## config.mk

```make
export PLATFORM = sky130hd
export DESIGN_NAME = crc_bank
export DESIGN_NICKNAME = d
export VERILOG_FILES = /design/src/hw/crc_pkg.sv /design/src/hw/crc_bank.sv
export SDC_FILE = /design/constraint.sdc
export NUM_CORES = 1
export LEC_CHECK = 0
export ABC_CLOCK_PERIOD_IN_PS = 3350
export BUFFER_PORTS_ARGS = -buffer_cell sky130_fd_sc_hd__buf_2
export CAP_MARGIN = 20
export CORE_MARGIN = 8
export CORE_UTILIZATION = 52
export DETAILED_ROUTE_END_ITERATION = 12
export GPL_TIMING_DRIVEN = 0
export HOLD_SLACK_MARGIN = 0.06
export PLACE_DENSITY_LB_ADDON = 0.05
export SLEW_MARGIN = 40
export SYNTH_ARGS = -nofsm -noshare
export SYNTH_HDL_FRONTEND = slang
export SYNTH_SLANG_ARGS = --single-unit
```

## constraint.sdc

```tcl
create_clock -name clk -period 3.35 [get_ports clk]
set_input_delay 0.67 -clock clk [delete_from_list [all_inputs] [get_ports clk]]
set_output_delay 0.67 -clock clk [all_outputs]
set_load 0.01 [all_outputs]
```

## src/hw/crc_pkg.sv

```systemverilog
/*
 * Constants, field layouts and carrier types of the cable reflectometry
 * configuration bank. Assumes a 32-bit Avalon-MM slave with byte addresses.
 */
package crc_pkg;
   // Register indices; byte address is four times the index
   localparam logic [8:0] IDX_CONTROL = 9'h170;
   localparam logic [8:0] IDX_SPARE_A = 9'h171;
   localparam logic [8:0] IDX_SPARE_B = 9'h172;
   localparam logic [8:0] IDX_SEG_WINDOW = 9'h173;
   localparam logic [8:0] IDX_SPARE_C = 9'h174;
   localparam logic [8:0] IDX_RUN = 9'h17F;
   localparam logic [8:0] IDX_FIRST_PEAK = 9'h180;

   // Reset values
   localparam logic [15:0] RST_CONTROL = 16'h0410;
   localparam logic [15:0] RST_SEG_WINDOW = 16'h0D04;

   // Control register field positions
   localparam int CTL_CROSS_DIS = 14;
   localparam int CTL_CHAN_SEL = 13;
   localparam int CTL_DC_KEEP = 12;
   localparam int CTL_AVG_LSB = 8;
   localparam int CTL_SEG_LSB = 4;
   // Writable bits of the control register
   localparam logic [15:0] CTL_RW_MASK = 16'h7770;

   // Segment window field positions
   localparam int WIN_DUR_LSB = 8;
   localparam int WIN_SKIP_LSB = 0;

   // Run register bits
   localparam int RUN_START = 0;
   localparam int RUN_BUSY = 1;
   localparam int RUN_DONE = 2;
   localparam int RUN_ERR = 3;

   // Reserved average code and legal segment code range
   localparam logic [2:0] AVG_RSVD = 3'h7;
   localparam logic [2:0] SEG_FIRST = 3'h1;
   localparam logic [2:0] SEG_LAST = 3'h5;

   // Run sequencer states
   typedef enum logic [0:0] {
      CRC_IDLE = 1'b0,
      CRC_RUN = 1'b1
   } crc_state_e;

   // Configuration held stable toward the reflectometry engine
   typedef struct packed {
      logic tx_pair_b;
      logic sense_pair_b;
      logic keep_dc_removal_state;
      logic [6:0] avg_cycles;
      logic [2:0] segment;
      logic [7:0] seg_duration;
      logic [7:0] initial_skip;
   } crc_cfg_s;

   // Avalon-MM slave request
   typedef struct packed {
      logic [10:0] address;
      logic read;
      logic write;
      logic [31:0] writedata;
      logic [3:0] byteenable;
   } crc_avs_req_s;
endpackage : crc_pkg

```

## src/hw/crc_bank.sv

```systemverilog
/*
 * Cable reflectometry configuration bank with run sequencer.
 * Assumes an Avalon-MM master honouring waitrequest, and an engine that
 * pulses cycle_done once per averaged cycle with peak_pos valid on the last.
 */
// Decided for this implementation: the Avalon-MM register port.
// Functional notes
// - Bit 14 clear senses the other pair; set senses the transmit pair.
// - Bit 13 selects the pulse pair, zero pair A, one pair B.
// - Bit 12 keeps DC removal from reinitialising before a run.
// - Bits 10-8 choose 1 to 64 averaged cycles; code 7 reserved; reset 4.
// - Bits 6-4 choose cable segment; codes 0, 6 and 7 are reserved.
// - Bits 15-8 hold segment sample window, metres times 2 times 5.2 over 8.
// - Bits 7-0 give samples discarded before the segment window.
// - After a run, first peak position on transmit pair is readable.
module crc_bank
   import crc_pkg::*;
(
   input wire logic clk,
   input wire logic rst_n,
   input wire crc_avs_req_s avs_req,
   output logic [31:0] avs_readdata,
   output logic avs_waitrequest,
   input wire logic cycle_done,
   input wire logic [7:0] peak_pos,
   output logic run_start,
   output crc_cfg_s tdr_cfg
);

   // Decode three-bit average code into a cycle count; the reserved code yields zero
   function automatic logic [6:0] avg_count(input logic [2:0] code);
      unique case (code)
         3'h0: avg_count = 7'h01;
         3'h1: avg_count = 7'h02;
         3'h2: avg_count = 7'h04;
         3'h3: avg_count = 7'h08;
         3'h4: avg_count = 7'h10;
         3'h5: avg_count = 7'h20;
         3'h6: avg_count = 7'h40;
         default: avg_count = 7'h00;
      endcase
   endfunction : avg_count

   // Word index from a byte address; the two low bits are checked apart
   function automatic logic [8:0] word_idx(input logic [10:0] addr);
      word_idx = addr[10:2];
   endfunction : word_idx

   logic [15:0] control_ff, nxt_control;
   logic [15:0] window_ff, nxt_window;
   logic [7:0] peak_ff, nxt_peak;
   logic done_ff, nxt_done;
   logic err_ff, nxt_err;
   logic wait_ff, nxt_wait;
   logic [31:0] rdata_ff, nxt_rdata;
   crc_state_e state_ff, nxt_state;
   logic [6:0] cnt_ff, nxt_cnt;
   logic start_ff, nxt_start;
   crc_cfg_s cfg_ff, nxt_cfg;

   logic [8:0] idx;
   logic aligned;
   logic wr_go;
   logic [15:0] wmask;
   logic [15:0] wval;
   logic launch;
   logic cfg_ok;
   logic [2:0] avg_code;
   logic [2:0] seg_code;

   // Access decode and write lane mask
   always_comb begin
      idx = word_idx(avs_req.address);
      aligned = (avs_req.address[1:0] == 2'h0);
      wr_go = avs_req.write && !wait_ff && aligned;
      wmask = {{8{avs_req.byteenable[1]}}, {8{avs_req.byteenable[0]}}};
      wval = avs_req.writedata[15:0];
      avg_code = control_ff[CTL_AVG_LSB +: 3];
      seg_code = control_ff[CTL_SEG_LSB +: 3];
      cfg_ok = (avg_code != AVG_RSVD) && (seg_code >= SEG_FIRST) && (seg_code <= SEG_LAST);
      // A start is taken only when idle; a start while busy is dropped
      launch = wr_go && (idx == IDX_RUN) && avs_req.byteenable[0] && wval[RUN_START]
               && (state_ff == CRC_IDLE);
   end

   // Bus handshake: one wait cycle, then answer
   always_comb begin
      nxt_wait = !((avs_req.read || avs_req.write) && wait_ff);
      nxt_rdata = rdata_ff;
      if ((avs_req.read) && wait_ff) begin
         // Unmapped or misaligned reads return zero
         nxt_rdata = 32'h00000000;
         if (aligned) begin
            unique case (idx)
               IDX_CONTROL: nxt_rdata = {16'h0000, control_ff};
               IDX_SEG_WINDOW: nxt_rdata = {16'h0000, window_ff};
               IDX_RUN: nxt_rdata = {28'h0000000, err_ff, done_ff, (state_ff == CRC_RUN), 1'b0};
               IDX_FIRST_PEAK: nxt_rdata = {24'h000000, peak_ff};
               default: nxt_rdata = 32'h00000000;
            endcase
         end
      end
   end

   // Configuration registers; locked while a run is in progress
   always_comb begin
      nxt_control = control_ff;
      nxt_window = window_ff;
      // Writes during a run are dropped so the snapshot stays coherent
      if (wr_go && state_ff == CRC_IDLE) begin
         if (idx == IDX_CONTROL) begin
            nxt_control = ((control_ff & ~wmask) | (wval & wmask)) & CTL_RW_MASK;
         end
         if (idx == IDX_SEG_WINDOW) begin
            nxt_window = (window_ff & ~wmask) | (wval & wmask);
         end
      end
   end

   // Run sequencer: latch config, count averaged cycles, capture peak
   always_comb begin
      nxt_state = state_ff;
      nxt_cnt = cnt_ff;
      nxt_start = 1'b0;
      nxt_cfg = cfg_ff;
      nxt_peak = peak_ff;
      nxt_done = done_ff;
      nxt_err = err_ff;
      // Software clears flags by writing one; hardware set wins below
      if (wr_go && idx == IDX_RUN && avs_req.byteenable[0]) begin
         if (wval[RUN_DONE]) begin
            nxt_done = 1'b0;
         end
         if (wval[RUN_ERR]) begin
            nxt_err = 1'b0;
         end
      end
      unique case (state_ff)
         CRC_IDLE: begin
            if (launch && !cfg_ok) begin
               nxt_err = 1'b1; // Reserved code refuses the run
            end else if (launch) begin
               // Snapshot every field so later edits cannot reach the engine
               nxt_cfg.sense_pair_b = control_ff[CTL_CROSS_DIS] ~^ control_ff[CTL_CHAN_SEL];
               nxt_cfg.tx_pair_b = control_ff[CTL_CHAN_SEL];
               nxt_cfg.keep_dc_removal_state = control_ff[CTL_DC_KEEP];
               nxt_cfg.avg_cycles = avg_count(avg_code);
               nxt_cfg.segment = seg_code;
               nxt_cfg.seg_duration = window_ff[WIN_DUR_LSB +: 8];
               nxt_cfg.initial_skip = window_ff[WIN_SKIP_LSB +: 8];
               nxt_cnt = 7'h00;
               nxt_start = 1'b1;
               nxt_done = 1'b0;
               nxt_state = CRC_RUN;
            end
         end
         CRC_RUN: begin
            if (cycle_done) begin
               // Count guard ends the run on the 128th pulse should the count never match avg_cycles
               if (cnt_ff + 7'h01 == cfg_ff.avg_cycles || cnt_ff == 7'h7F) begin
                  nxt_peak = peak_pos;
                  nxt_done = 1'b1;
                  nxt_state = CRC_IDLE;
               end else begin
                  nxt_cnt = cnt_ff + 7'h01;
               end
            end
         end
      endcase
   end

   // Bus handshake registers
   always_ff @(posedge clk or negedge rst_n) begin
      if (!rst_n) begin
         wait_ff <= 1'b1;
         rdata_ff <= 32'h00000000;
      end else begin
         wait_ff <= nxt_wait;
         rdata_ff <= nxt_rdata;
      end
   end

   // Configuration registers
   always_ff @(posedge clk or negedge rst_n) begin
      if (!rst_n) begin
         control_ff <= RST_CONTROL;
         window_ff <= RST_SEG_WINDOW;
      end else begin
         control_ff <= nxt_control;
         window_ff <= nxt_window;
      end
   end

   // Run sequencer registers
   always_ff @(posedge clk or negedge rst_n) begin
      if (!rst_n) begin
         peak_ff <= 8'h00;
         done_ff <= 1'b0;
         err_ff <= 1'b0;
         state_ff <= CRC_IDLE;
         cnt_ff <= 7'h00;
         start_ff <= 1'b0;
         cfg_ff <= '0;
      end else begin
         peak_ff <= nxt_peak;
         done_ff <= nxt_done;
         err_ff <= nxt_err;
         state_ff <= nxt_state;
         cnt_ff <= nxt_cnt;
         start_ff <= nxt_start;
         cfg_ff <= nxt_cfg;
      end
   end

   // Outputs straight from flops
   always_comb begin
      avs_readdata = rdata_ff;
      avs_waitrequest = wait_ff;
      run_start = start_ff;
      tdr_cfg = cfg_ff;
   end

endmodule : crc_bank

```

==> flow_metrics.env, run 1 <==
export IMPL_finalSetupTns_ns=0
export IMPL_core_um2=8050
export IMPL_drive_gt1_share_pct=33.9
export IMPL_layout_min_cycle_time_ns=2.54
export IMPL_cts_tree="done"
export IMPL_gr_usage_all_layers_pct=19.6
export IMPL_vias=3323
export IMPL_max_slew_margin_pct=58.2
export IMPL_grt_max_degree=53
export IMPL_firstDrtPassIters=5
export IMPL_antenna_found_initial=0
export IMPL_setup_viol=0
export IMPL_worst_path_max_fanout=9
export IMPL_synth_top_family_by_area="simple AND/OR/NAND/NOR gates"
export IMPL_htree_levels=3
export IMPL_required_ns=3.59
export IMPL_cts_resized_gates=0
export IMPL_via_per_inst=5.35
export IMPL_synth_compound_area_share_pct=11.1
export IMPL_clk_pin_slew_ns=0.10
export IMPL_drt_total_wl_mm=10.9
export IMPL_cellPowerDensity_nw_per_um2=506
export IMPL_synth_top_cell_area_share_pct=48.9
export IMPL_setup_worst_path_end_class="flop"
export IMPL_clk_path_buf_depth=2
export IMPL_status="finished, final reports clean"
export IMPL_crit_family="simple AND/OR/NAND/NOR gates"
export IMPL_max_stage_delay_ns=0.48
export IMPL_synth_fa_ha_area_share_pct=0.294
export IMPL_cts_hold_buf=0
export IMPL_clock_latency_ns=0.36
export IMPL_path_cells="ha_1 > and3_1 > and3_4 > or3_1 > a211oi_2 > o21ai_4 > mux2_1"
export IMPL_critical_path_buf_inv_count=0
export IMPL_ys_top_cells_by_area="dfrtp_1 49%, nand2_1 9.6%, mux2_2 5.0%"
export IMPL_clock_fmax_ghz=0.394
export IMPL_syn_cell_area_um2=4250
export IMPL_port_buffers=88
export IMPL_synthFlopType="dfrtp_1"
export IMPL_yosys_cell_types_count=65
export IMPL_ctsRootBufferMaster="clkbuf_8"
export IMPL_hp_class="in2async"
export IMPL_hpwl_mm=7.83
export IMPL_postCtsSetupBuffers=0
export IMPL_n_antenna_cell=0
export IMPL_stdcell_count=621
export IMPL_ir_drop_v=0.000297
export IMPL_tightestPinTransition_ns=0.622
export IMPL_grt_first_pass_wirelength_mm=17.6
export IMPL_avgSynthCellArea_um2=10.7
export IMPL_cts_made_buffers=9
export IMPL_synth_enable_flop_cells=0
export IMPL_synth_common_cells="109 x nand2_1, 83 x dfrtp_1, 19 x mux2_2"
export IMPL_die_area_um2=11300
export IMPL_critical_path_class="reg2reg"
export IMPL_cap_violations=0
export IMPL_grt_pass1_vias=3498
export IMPL_area_growth_pct=21.2
export IMPL_place_congestion=0.786
export IMPL_rows=33
export IMPL_synth_seq_cells=90
export IMPL_die_y_um=106
export IMPL_final_max_slew_viol_count=0
export IMPL_yosysWarningCount=0
export IMPL_cp_data_arrival_time_ns=2.78
export IMPL_antenna_left=0
export IMPL_final_net_count=572
export IMPL_yosysSeqAreaShare_pct=53.2
export IMPL_slowest_stage="dfrtp_1"
export IMPL_syn_inst=396
export IMPL_p_leak_nw=2.70
export IMPL_yosysTopAreaCell="dfrtp_1"
export IMPL_finalHoldViolations=0
export IMPL_die_w_um=106
export IMPL_synth_simple_gate_area_share_pct=19.5
export IMPL_start_util_pct=52.8
export IMPL_finClkSkew_ns=0.00908
export IMPL_drt_iter0_drc=262
export IMPL_async_reset_ff_share_pct=100
export IMPL_period_share_pct=75.8
export IMPL_finalPower_mw=2.61
export IMPL_synth_area_mux_share_pct=8.48
export IMPL_grt_overflow=0
export IMPL_numClockSinks=90
export IMPL_place_inst=605
export IMPL_grt_setup_unrepaired="no"
export IMPL_timing_hold_ws_ns=0.210
export IMPL_synth_most_common_cell="nand2_1"
export IMPL_fillCellCount=705
export IMPL_io_pins=123
export IMPL_wl_per_cell_um=17.5
export IMPL_drc=0
export IMPL_synthXorXnorAreaFrac_pct=1.85
export IMPL_critPathLaunchType="flop"
[cell type report]
| cell class | instances | area (um2) | share of cell area (%) |
|---|---|---|---|
| clock inverters | 7 | 108 | 2.09 |
| plain buffers | 37 | 213 | 4.13 |
| flip-flops and latches | 90 | 2260 | 43.9 |
| repair buffers | 89 | 474 | 9.20 |
| inverters | 6 | 22.5 | 0.437 |
| multi-input cells | 278 | 1820 | 35.3 |
| clock buffers | 9 | 124 | 2.40 |
| well taps | 105 | 131 | 2.55 |
[where the power goes]
group	leakage, nW	switching (mW)	total [mW]	internal (mW)
Clock	0.114	0.427	0.863	0.436
Combinational	1.38	0.293	0.503	0.211
Sequential	1.20	0.0668	1.24	1.17
Total	2.70	0.786	2.61	1.82
[stage by stage]
stage          util, %  area [um2]  setup slack, ns
2_1_floorplan        -        4310             1.05
6_report          64.0        5150            0.810
3_3_place_gp      60.6        4880            0.533
5_1_grt           64.0        5150            0.699
3_5_place_dp      61.1        4920            0.564
4_1_cts           64.0        5150            0.807
[cells in the final DEF, fill, tap and decap left out, types with 3 or more instances in the layout]
| cell | instances |
|---|---|
| nand2_1 | 109 |
| buf_2 | 95 |
| dfrtp_1 | 83 |
| mux2_2 | 19 |
| buf_4 | 17 |
| conb_1 | 16 |
| mux2_1 | 13 |
| clkbuf_1 | 10 |
| o21ai_1 | 10 |
| nand3_1 | 9 |
| clkbuf_8 | 9 |
| o21ai_0 | 7 |
| nor2_1 | 7 |
| dfstp_2 | 7 |
| a22oi_1 | 6 |
| a222oi_1 | 6 |
| xnor2_1 | 5 |
| inv_1 | 4 |
| xor2_1 | 4 |
| o211ai_1 | 4 |
| a22o_1 | 4 |
| nor3_1 | 3 |
| nor4_1 | 3 |
| nand4_1 | 3 |
| o41ai_1 | 3 |
[worst reg2reg max path, stage by stage (launching register included)]
cell and delay [ns]:
dfrtp_1 0.48, ha_1 0.32, and3_1 0.23, and3_4 0.20
or3_1 0.35, a211oi_2 0.33, o21ai_4 0.17, mux2_1 0.34
[worst paths after layout]
kind,start,endpoint,slack (ns),cells after the start
setup / recovery,cnt_ff[0],peak_ff[5],0.81,7
hold / removal,rst_n,avs_readdata[0],0.21,1
setup reg to reg,cnt_ff[0],peak_ff[5],0.81,7
hold reg to reg,tdr_cfg[3],tdr_cfg[3],0.48,2
max in group asynchronous,rst_n,asynchronous set/reset pin,2.51,2
min in group clk,avs_req[37],avs_waitrequest,0.47,2
[per-layer routing]
| metal | up-vias | track usage [%] | wire [um] |
|---|---|---|---|
| met2 | 77 | 32.5 | 5390 |
| met4 | 0 | 5.43 | 119 |
| met5 | - | 0 | 0 |
| met3 | 12 | 5.32 | 632 |
| met1 | 1641 | 24.6 | 4740 |
| li1 | 1593 | - | - |
[logic make-up (layout without fill, tap and decap cells)]
logic type,after synthesis,in the layout
simple gates,161,161
flops,90,90
compound gates,59,59
buf+inv,43,148
mux,32,32
xor+xnor,9,9
fa+ha+maj,1,1
other cells,1,16
(Power assumes the default switching activity.)
==> run 2, diff against run 1 <==
Settings changed: ABC_CLOCK_PERIOD_IN_PS 3350 to 2500.
Clock period 3.35 ns to 2.5 ns, I/O delays scaled along.
==> flow_metrics.env, run 2 (same netlist as run 1, synthesis figures left out) <==
export IMPL_cts_tree="done"
export IMPL_final_net_count=574
export IMPL_critical_path_class="reg2reg"
export IMPL_clk_pin_slew_ns=0.10
export IMPL_grt_overflow=0
export IMPL_critPathLaunchType="flop"
export IMPL_finClkSkew_ns=0.00984
export IMPL_die_y_um=106
export IMPL_io_pins=123
export IMPL_required_ns=2.74
export IMPL_wl_per_cell_um=17.6
export IMPL_numClockSinks=90
export IMPL_stdcell_count=623
export IMPL_pre_cts_ws_ns=-0.116
export IMPL_slowest_stage="dfrtp_2"
export IMPL_cp_data_arrival_time_ns=2.64
export IMPL_max_stage_delay_ns=0.47
export IMPL_rows=33
export IMPL_n_antenna_cell=0
export IMPL_max_slew_margin_pct=57.8
export IMPL_die_area_um2=11300
export IMPL_period_share_pct=96.1
export IMPL_antenna_found_initial=0
export IMPL_layout_min_cycle_time_ns=2.40
export IMPL_drt_total_wl_mm=10.9
export IMPL_gr_usage_all_layers_pct=19.7
export IMPL_vias=3357
export IMPL_drc=0
export IMPL_grt_pass1_vias=3504
export IMPL_worst_slack_ns=0.0987
export IMPL_p_sw_mw=1.07
export IMPL_status="finished, final reports clean"
export IMPL_hpwl_mm=7.83
export IMPL_hp_class="in2reg"
export IMPL_core_um2=8050
export IMPL_place_congestion=0.786
export IMPL_finalPower_mw=3.51
export IMPL_htree_levels=3
export IMPL_worst_path_max_fanout=9
export IMPL_place_inst=605
export IMPL_grt_setup_unrepaired="no"
export IMPL_antenna_left=0
export IMPL_firstDrtPassIters=7
export IMPL_p_clk_share_pct=32.9
export IMPL_p_leak_nw=2.71
export IMPL_ctsRootBufferMaster="clkbuf_8"
export IMPL_p_seq_share_pct=47.4
export IMPL_via_per_inst=5.39
export IMPL_grt_max_degree=53
export IMPL_pwr_share_comb_pct=19.7
export IMPL_clock_latency_ns=0.36
export IMPL_start_util_pct=52.8
export IMPL_drive_gt1_share_pct=34.6
export IMPL_die_w_um=106
export IMPL_cellPowerDensity_nw_per_um2=678
export IMPL_clock_fmax_ghz=0.416
export IMPL_power_switching_share_pct=30.3
export IMPL_setup_viol=0
export IMPL_area_growth_pct=21.9
export IMPL_port_buffers=88
export IMPL_ir_drop_v=0.000398
export IMPL_final_max_slew_viol_count=0
export IMPL_clk_path_buf_depth=2
export IMPL_drt_iter0_drc=252
export IMPL_internal_power_mw=2.45
export IMPL_cts_made_buffers=9
export IMPL_grt_first_pass_wirelength_mm=17.7
export IMPL_finalHoldViolations=0
export IMPL_tightestPinTransition_ns=0.628
export IMPL_layout_common_cells="109 x nand2_1, 95 x buf_2, 82 x dfrtp_1"
export IMPL_final_common_cell="nand2_1"
export IMPL_path_cells="ha_2 > and3_1 > and3_4 > or3_1 > a211oi_4 > o21ai_4 > mux2_1"
export IMPL_cap_violations=0
export IMPL_setup_worst_path_end_class="flop"
## run 2: path summary, 6_finish.rpt
check / start / endpoint / slack (ns) / cells after the start
min in group asynchronous: rst_n / avs_readdata[0] / 0.63 / 2
worst min-delay path: avs_req[37] / avs_waitrequest / 0.30 / 2
max in group asynchronous: rst_n / asynchronous set/reset pin / 1.23 / 3
worst max-delay path: cnt_ff[0] / peak_ff[5] / 0.1 / 7
worst max register to register: cnt_ff[0] / peak_ff[5] / 0.1 / 7
worst min register to register: tdr_cfg[3] / tdr_cfg[3] / 0.48 / 2
## run 2: cell type report
class                           instances  area (um2)
Timing Repair Buffer                   91         492
Buffer                                 37         214
Fill cell                             703        2870
Sequential cell                        90        2260
Multi-Input combinational cell        278        1830
Clock buffer                            9         124
Tap cell                              105         131
Inverter                                6        22.5
Clock inverter                          7         108
## run 2: power groups by stage
| stage | Combinational [mW] | Sequential (mW) | Clock [mW] |
|---|---|---|---|
| global placement | 0.639 | 1.68 | 0 |
| floorplan | 0.490 | 1.67 | 0 |
| finish | 0.692 | 1.66 | 1.16 |
| detailed placement | 0.669 | 1.69 | 0 |
| CTS | 0.683 | 1.66 | 1.17 |
| global route | 0.771 | 1.68 | 1.22 |
## run 2: metal layers
metal | GRT usage (%) | part of all wire (%) | vias up
li1 | - | - | 1596
met1 | 24.7 | 44 | 1651
met2 | 32.8 | 49 | 100
met3 | 5.26 | 6.4 | 10
met4 | 5.43 | 1.0 | 0
met5 | 0 | 0 | -
## run 2: timing repair
item	CTS	global route
pin swaps	1	0
gates resized for setup	1	3
setup buffers	1	0
hold buffers	1	0
endpoints found under the hold margin	34	0
setup endpoints to repair	8	18
## run 2: per-stage QoR
stage	setup TNS [ns]	cell area, um2	hold WS (ns)	util (%)
after floorplan	0	4310	0.204	-
after global routing	0	5180	0.305	64.4
after detailed placement	-1.16	4920	0.437	61.1
after global placement	-2.68	4880	0.452	60.6
final	0	5180	0.300	64.4
after CTS	0	5170	0.290	64.3
## run 2: worst max-delay path: cells and delay by family, from the launching register on
kind	cells	cell delay [ns]
mux	1	0.34
simple gates	3	0.79
fa+ha+maj	1	0.25
compound gates	2	0.44
flops	1	0.47
==> run 3, diff against run 2 <==
Settings changed: CORE_ASPECT_RATIO set to 1.25, REMOVE_ABC_BUFFERS set to 1.
==> flow_metrics.env, run 3 (same netlist as run 1, synthesis figures left out) <==
export IMPL_status="finished, final reports clean"
export IMPL_cellPowerDensity_nw_per_um2=680
export IMPL_clk_path_buf_depth=2
export IMPL_clock_latency_ns=0.36
export IMPL_cap_violations=0
export IMPL_place_congestion=0.763
export IMPL_area_growth_pct=18.7
export IMPL_tightestPinTransition_ns=0.661
export IMPL_io_pins=123
export IMPL_utilization_pct=62.3
export IMPL_antenna_left=0
export IMPL_setup_worst_path_end_class="flop"
export IMPL_finClkSkew_ns=0.00743
export IMPL_die_w_um=96.9
export IMPL_clk_pin_slew_ns=0.09
export IMPL_layout_min_cycle_time_ns=2.44
export IMPL_numClockSinks=90
export IMPL_via_per_inst=5.68
export IMPL_critPathLaunchType="flop"
export IMPL_grt_max_degree=51
export IMPL_hpwl_mm=7.36
export IMPL_rows=37
export IMPL_worst_path_max_fanout=9
export IMPL_layout_common_cells="109 x nand2_1, 89 x buf_2, 82 x dfrtp_1"
export IMPL_max_slew_margin_pct=55.8
export IMPL_drt_total_wl_mm=10.6
export IMPL_wl_per_cell_um=18.1
export IMPL_die_y_um=117
export IMPL_cts_made_buffers=9
export IMPL_hp_class="in2reg"
export IMPL_finalHoldViolations=0
export IMPL_firstDrtPassIters=5
export IMPL_clock_fmax_ghz=0.410
export IMPL_drive_gt1_share_pct=33.1
export IMPL_grt_overflow=0
export IMPL_period_share_pct=97.5
export IMPL_path_cells="ha_2 > and3_1 > and3_4 > or3_1 > a211oi_4 > o21ai_4 > mux2_1"
export IMPL_critical_path_class="reg2reg"
export IMPL_drc=0
export IMPL_grt_pass1_vias=3425
export IMPL_power_switching_share_pct=30.2
export IMPL_ctsRootBufferMaster="clkbuf_8"
export IMPL_drt_iter0_drc=176
export IMPL_setup_viol=0
export IMPL_required_ns=2.74
export IMPL_start_util_pct=52.5
export IMPL_internal_power_mw=2.40
export IMPL_final_common_cell="nand2_1"
export IMPL_p_leak_nw=2.58
export IMPL_vias=3319
export IMPL_slowest_stage="dfrtp_2"
export IMPL_p_sw_mw=1.04
export IMPL_gr_usage_all_layers_pct=19.0
export IMPL_finalPower_mw=3.43
export IMPL_pwr_share_comb_pct=17.1
export IMPL_max_stage_delay_ns=0.47
export IMPL_timing_hold_ws_ns=0.306
export IMPL_cp_data_arrival_time_ns=2.68
export IMPL_grt_first_pass_wirelength_mm=17.2
export IMPL_port_buffers=88
export IMPL_p_clk_share_pct=32.4
export IMPL_ir_drop_v=0.000486
export IMPL_cts_tree="done"
export IMPL_core_um2=8100
export IMPL_antenna_found_initial=1
export IMPL_p_seq_share_pct=50.4
export IMPL_final_max_slew_viol_count=0
export IMPL_htree_levels=3
export IMPL_final_net_count=542
export IMPL_die_area_um2=11300
run 3: path summary, 6_finish.rpt:
check,from,to,slack [ns],cells past startpoint
max,cnt_ff[0],peak_ff[4],0.06,7
min,avs_req[37],avs_waitrequest,0.31,2
max reg2reg,cnt_ff[0],peak_ff[4],0.06,7
min reg2reg,tdr_cfg[13],tdr_cfg[13],0.47,2
max in group asynchronous,rst_n,asynchronous set/reset pin,1.24,3
min in group asynchronous,rst_n,tdr_cfg[10],0.63,2
run 3: layer usage:
layer	vias up	routed length, um	track usage [%]
met5	-	0	0
met4	0	147	7.30
met3	12	642	5.11
met2	115	5330	31.6
met1	1655	4450	23.3
li1	1537	-	-
run 3: timing repair:
action	CTS	global route
cloned	1	0
endpoints found under the hold margin	37	0
endpoints found under the setup margin	42	15
pin swaps	2	1
hold buffers	1	0
gates resized for setup	3	8
setup buffers	1	0
run 3: metrics by stage:
stage	cell area, um2	setup slack (ns)	TNS (ns)	cells
2_1_floorplan	4100	-0.120	-0.397	374
3_3_place_gp	4660	-0.959	-27.71	559
3_5_place_dp	4740	-1.01	-14.55	564
4_1_cts	5000	0.0117	0	583
5_1_grt	5050	-0.0217	-0.0810	584
6_report	5050	0.0629	0	584
run 3: critical path: cells and delay by family (launching register included):
kind	cells	cell delay, ns
flops	1	0.47
simple gates	3	0.79
compound gates	2	0.48
mux	1	0.34
fa+ha+maj	1	0.24
run 3: final cells by class:
| class | instances | area (um2) |
|---|---|---|
| antenna | 1 | 2.50 |
| clock buffer | 9 | 124 |
| clock inverter | 7 | 101 |
| fill | 713 | 3050 |
| inverter | 6 | 35.0 |
| multi-input combinational | 279 | 1880 |
| sequential | 90 | 2260 |
| tap | 97 | 121 |
| timing repair buffer | 95 | 520 |
run 3: power by group through the flow:
stage | sequential (mW) | clock [mW] | combinational, mW
after detailed placement | 1.76 | 0 | 0.561
final | 1.73 | 1.11 | 0.588
after CTS | 1.73 | 1.13 | 0.566
after floorplan | 1.72 | 0 | 0.405
after global routing | 1.75 | 1.21 | 0.660
after global placement | 1.75 | 0 | 0.533
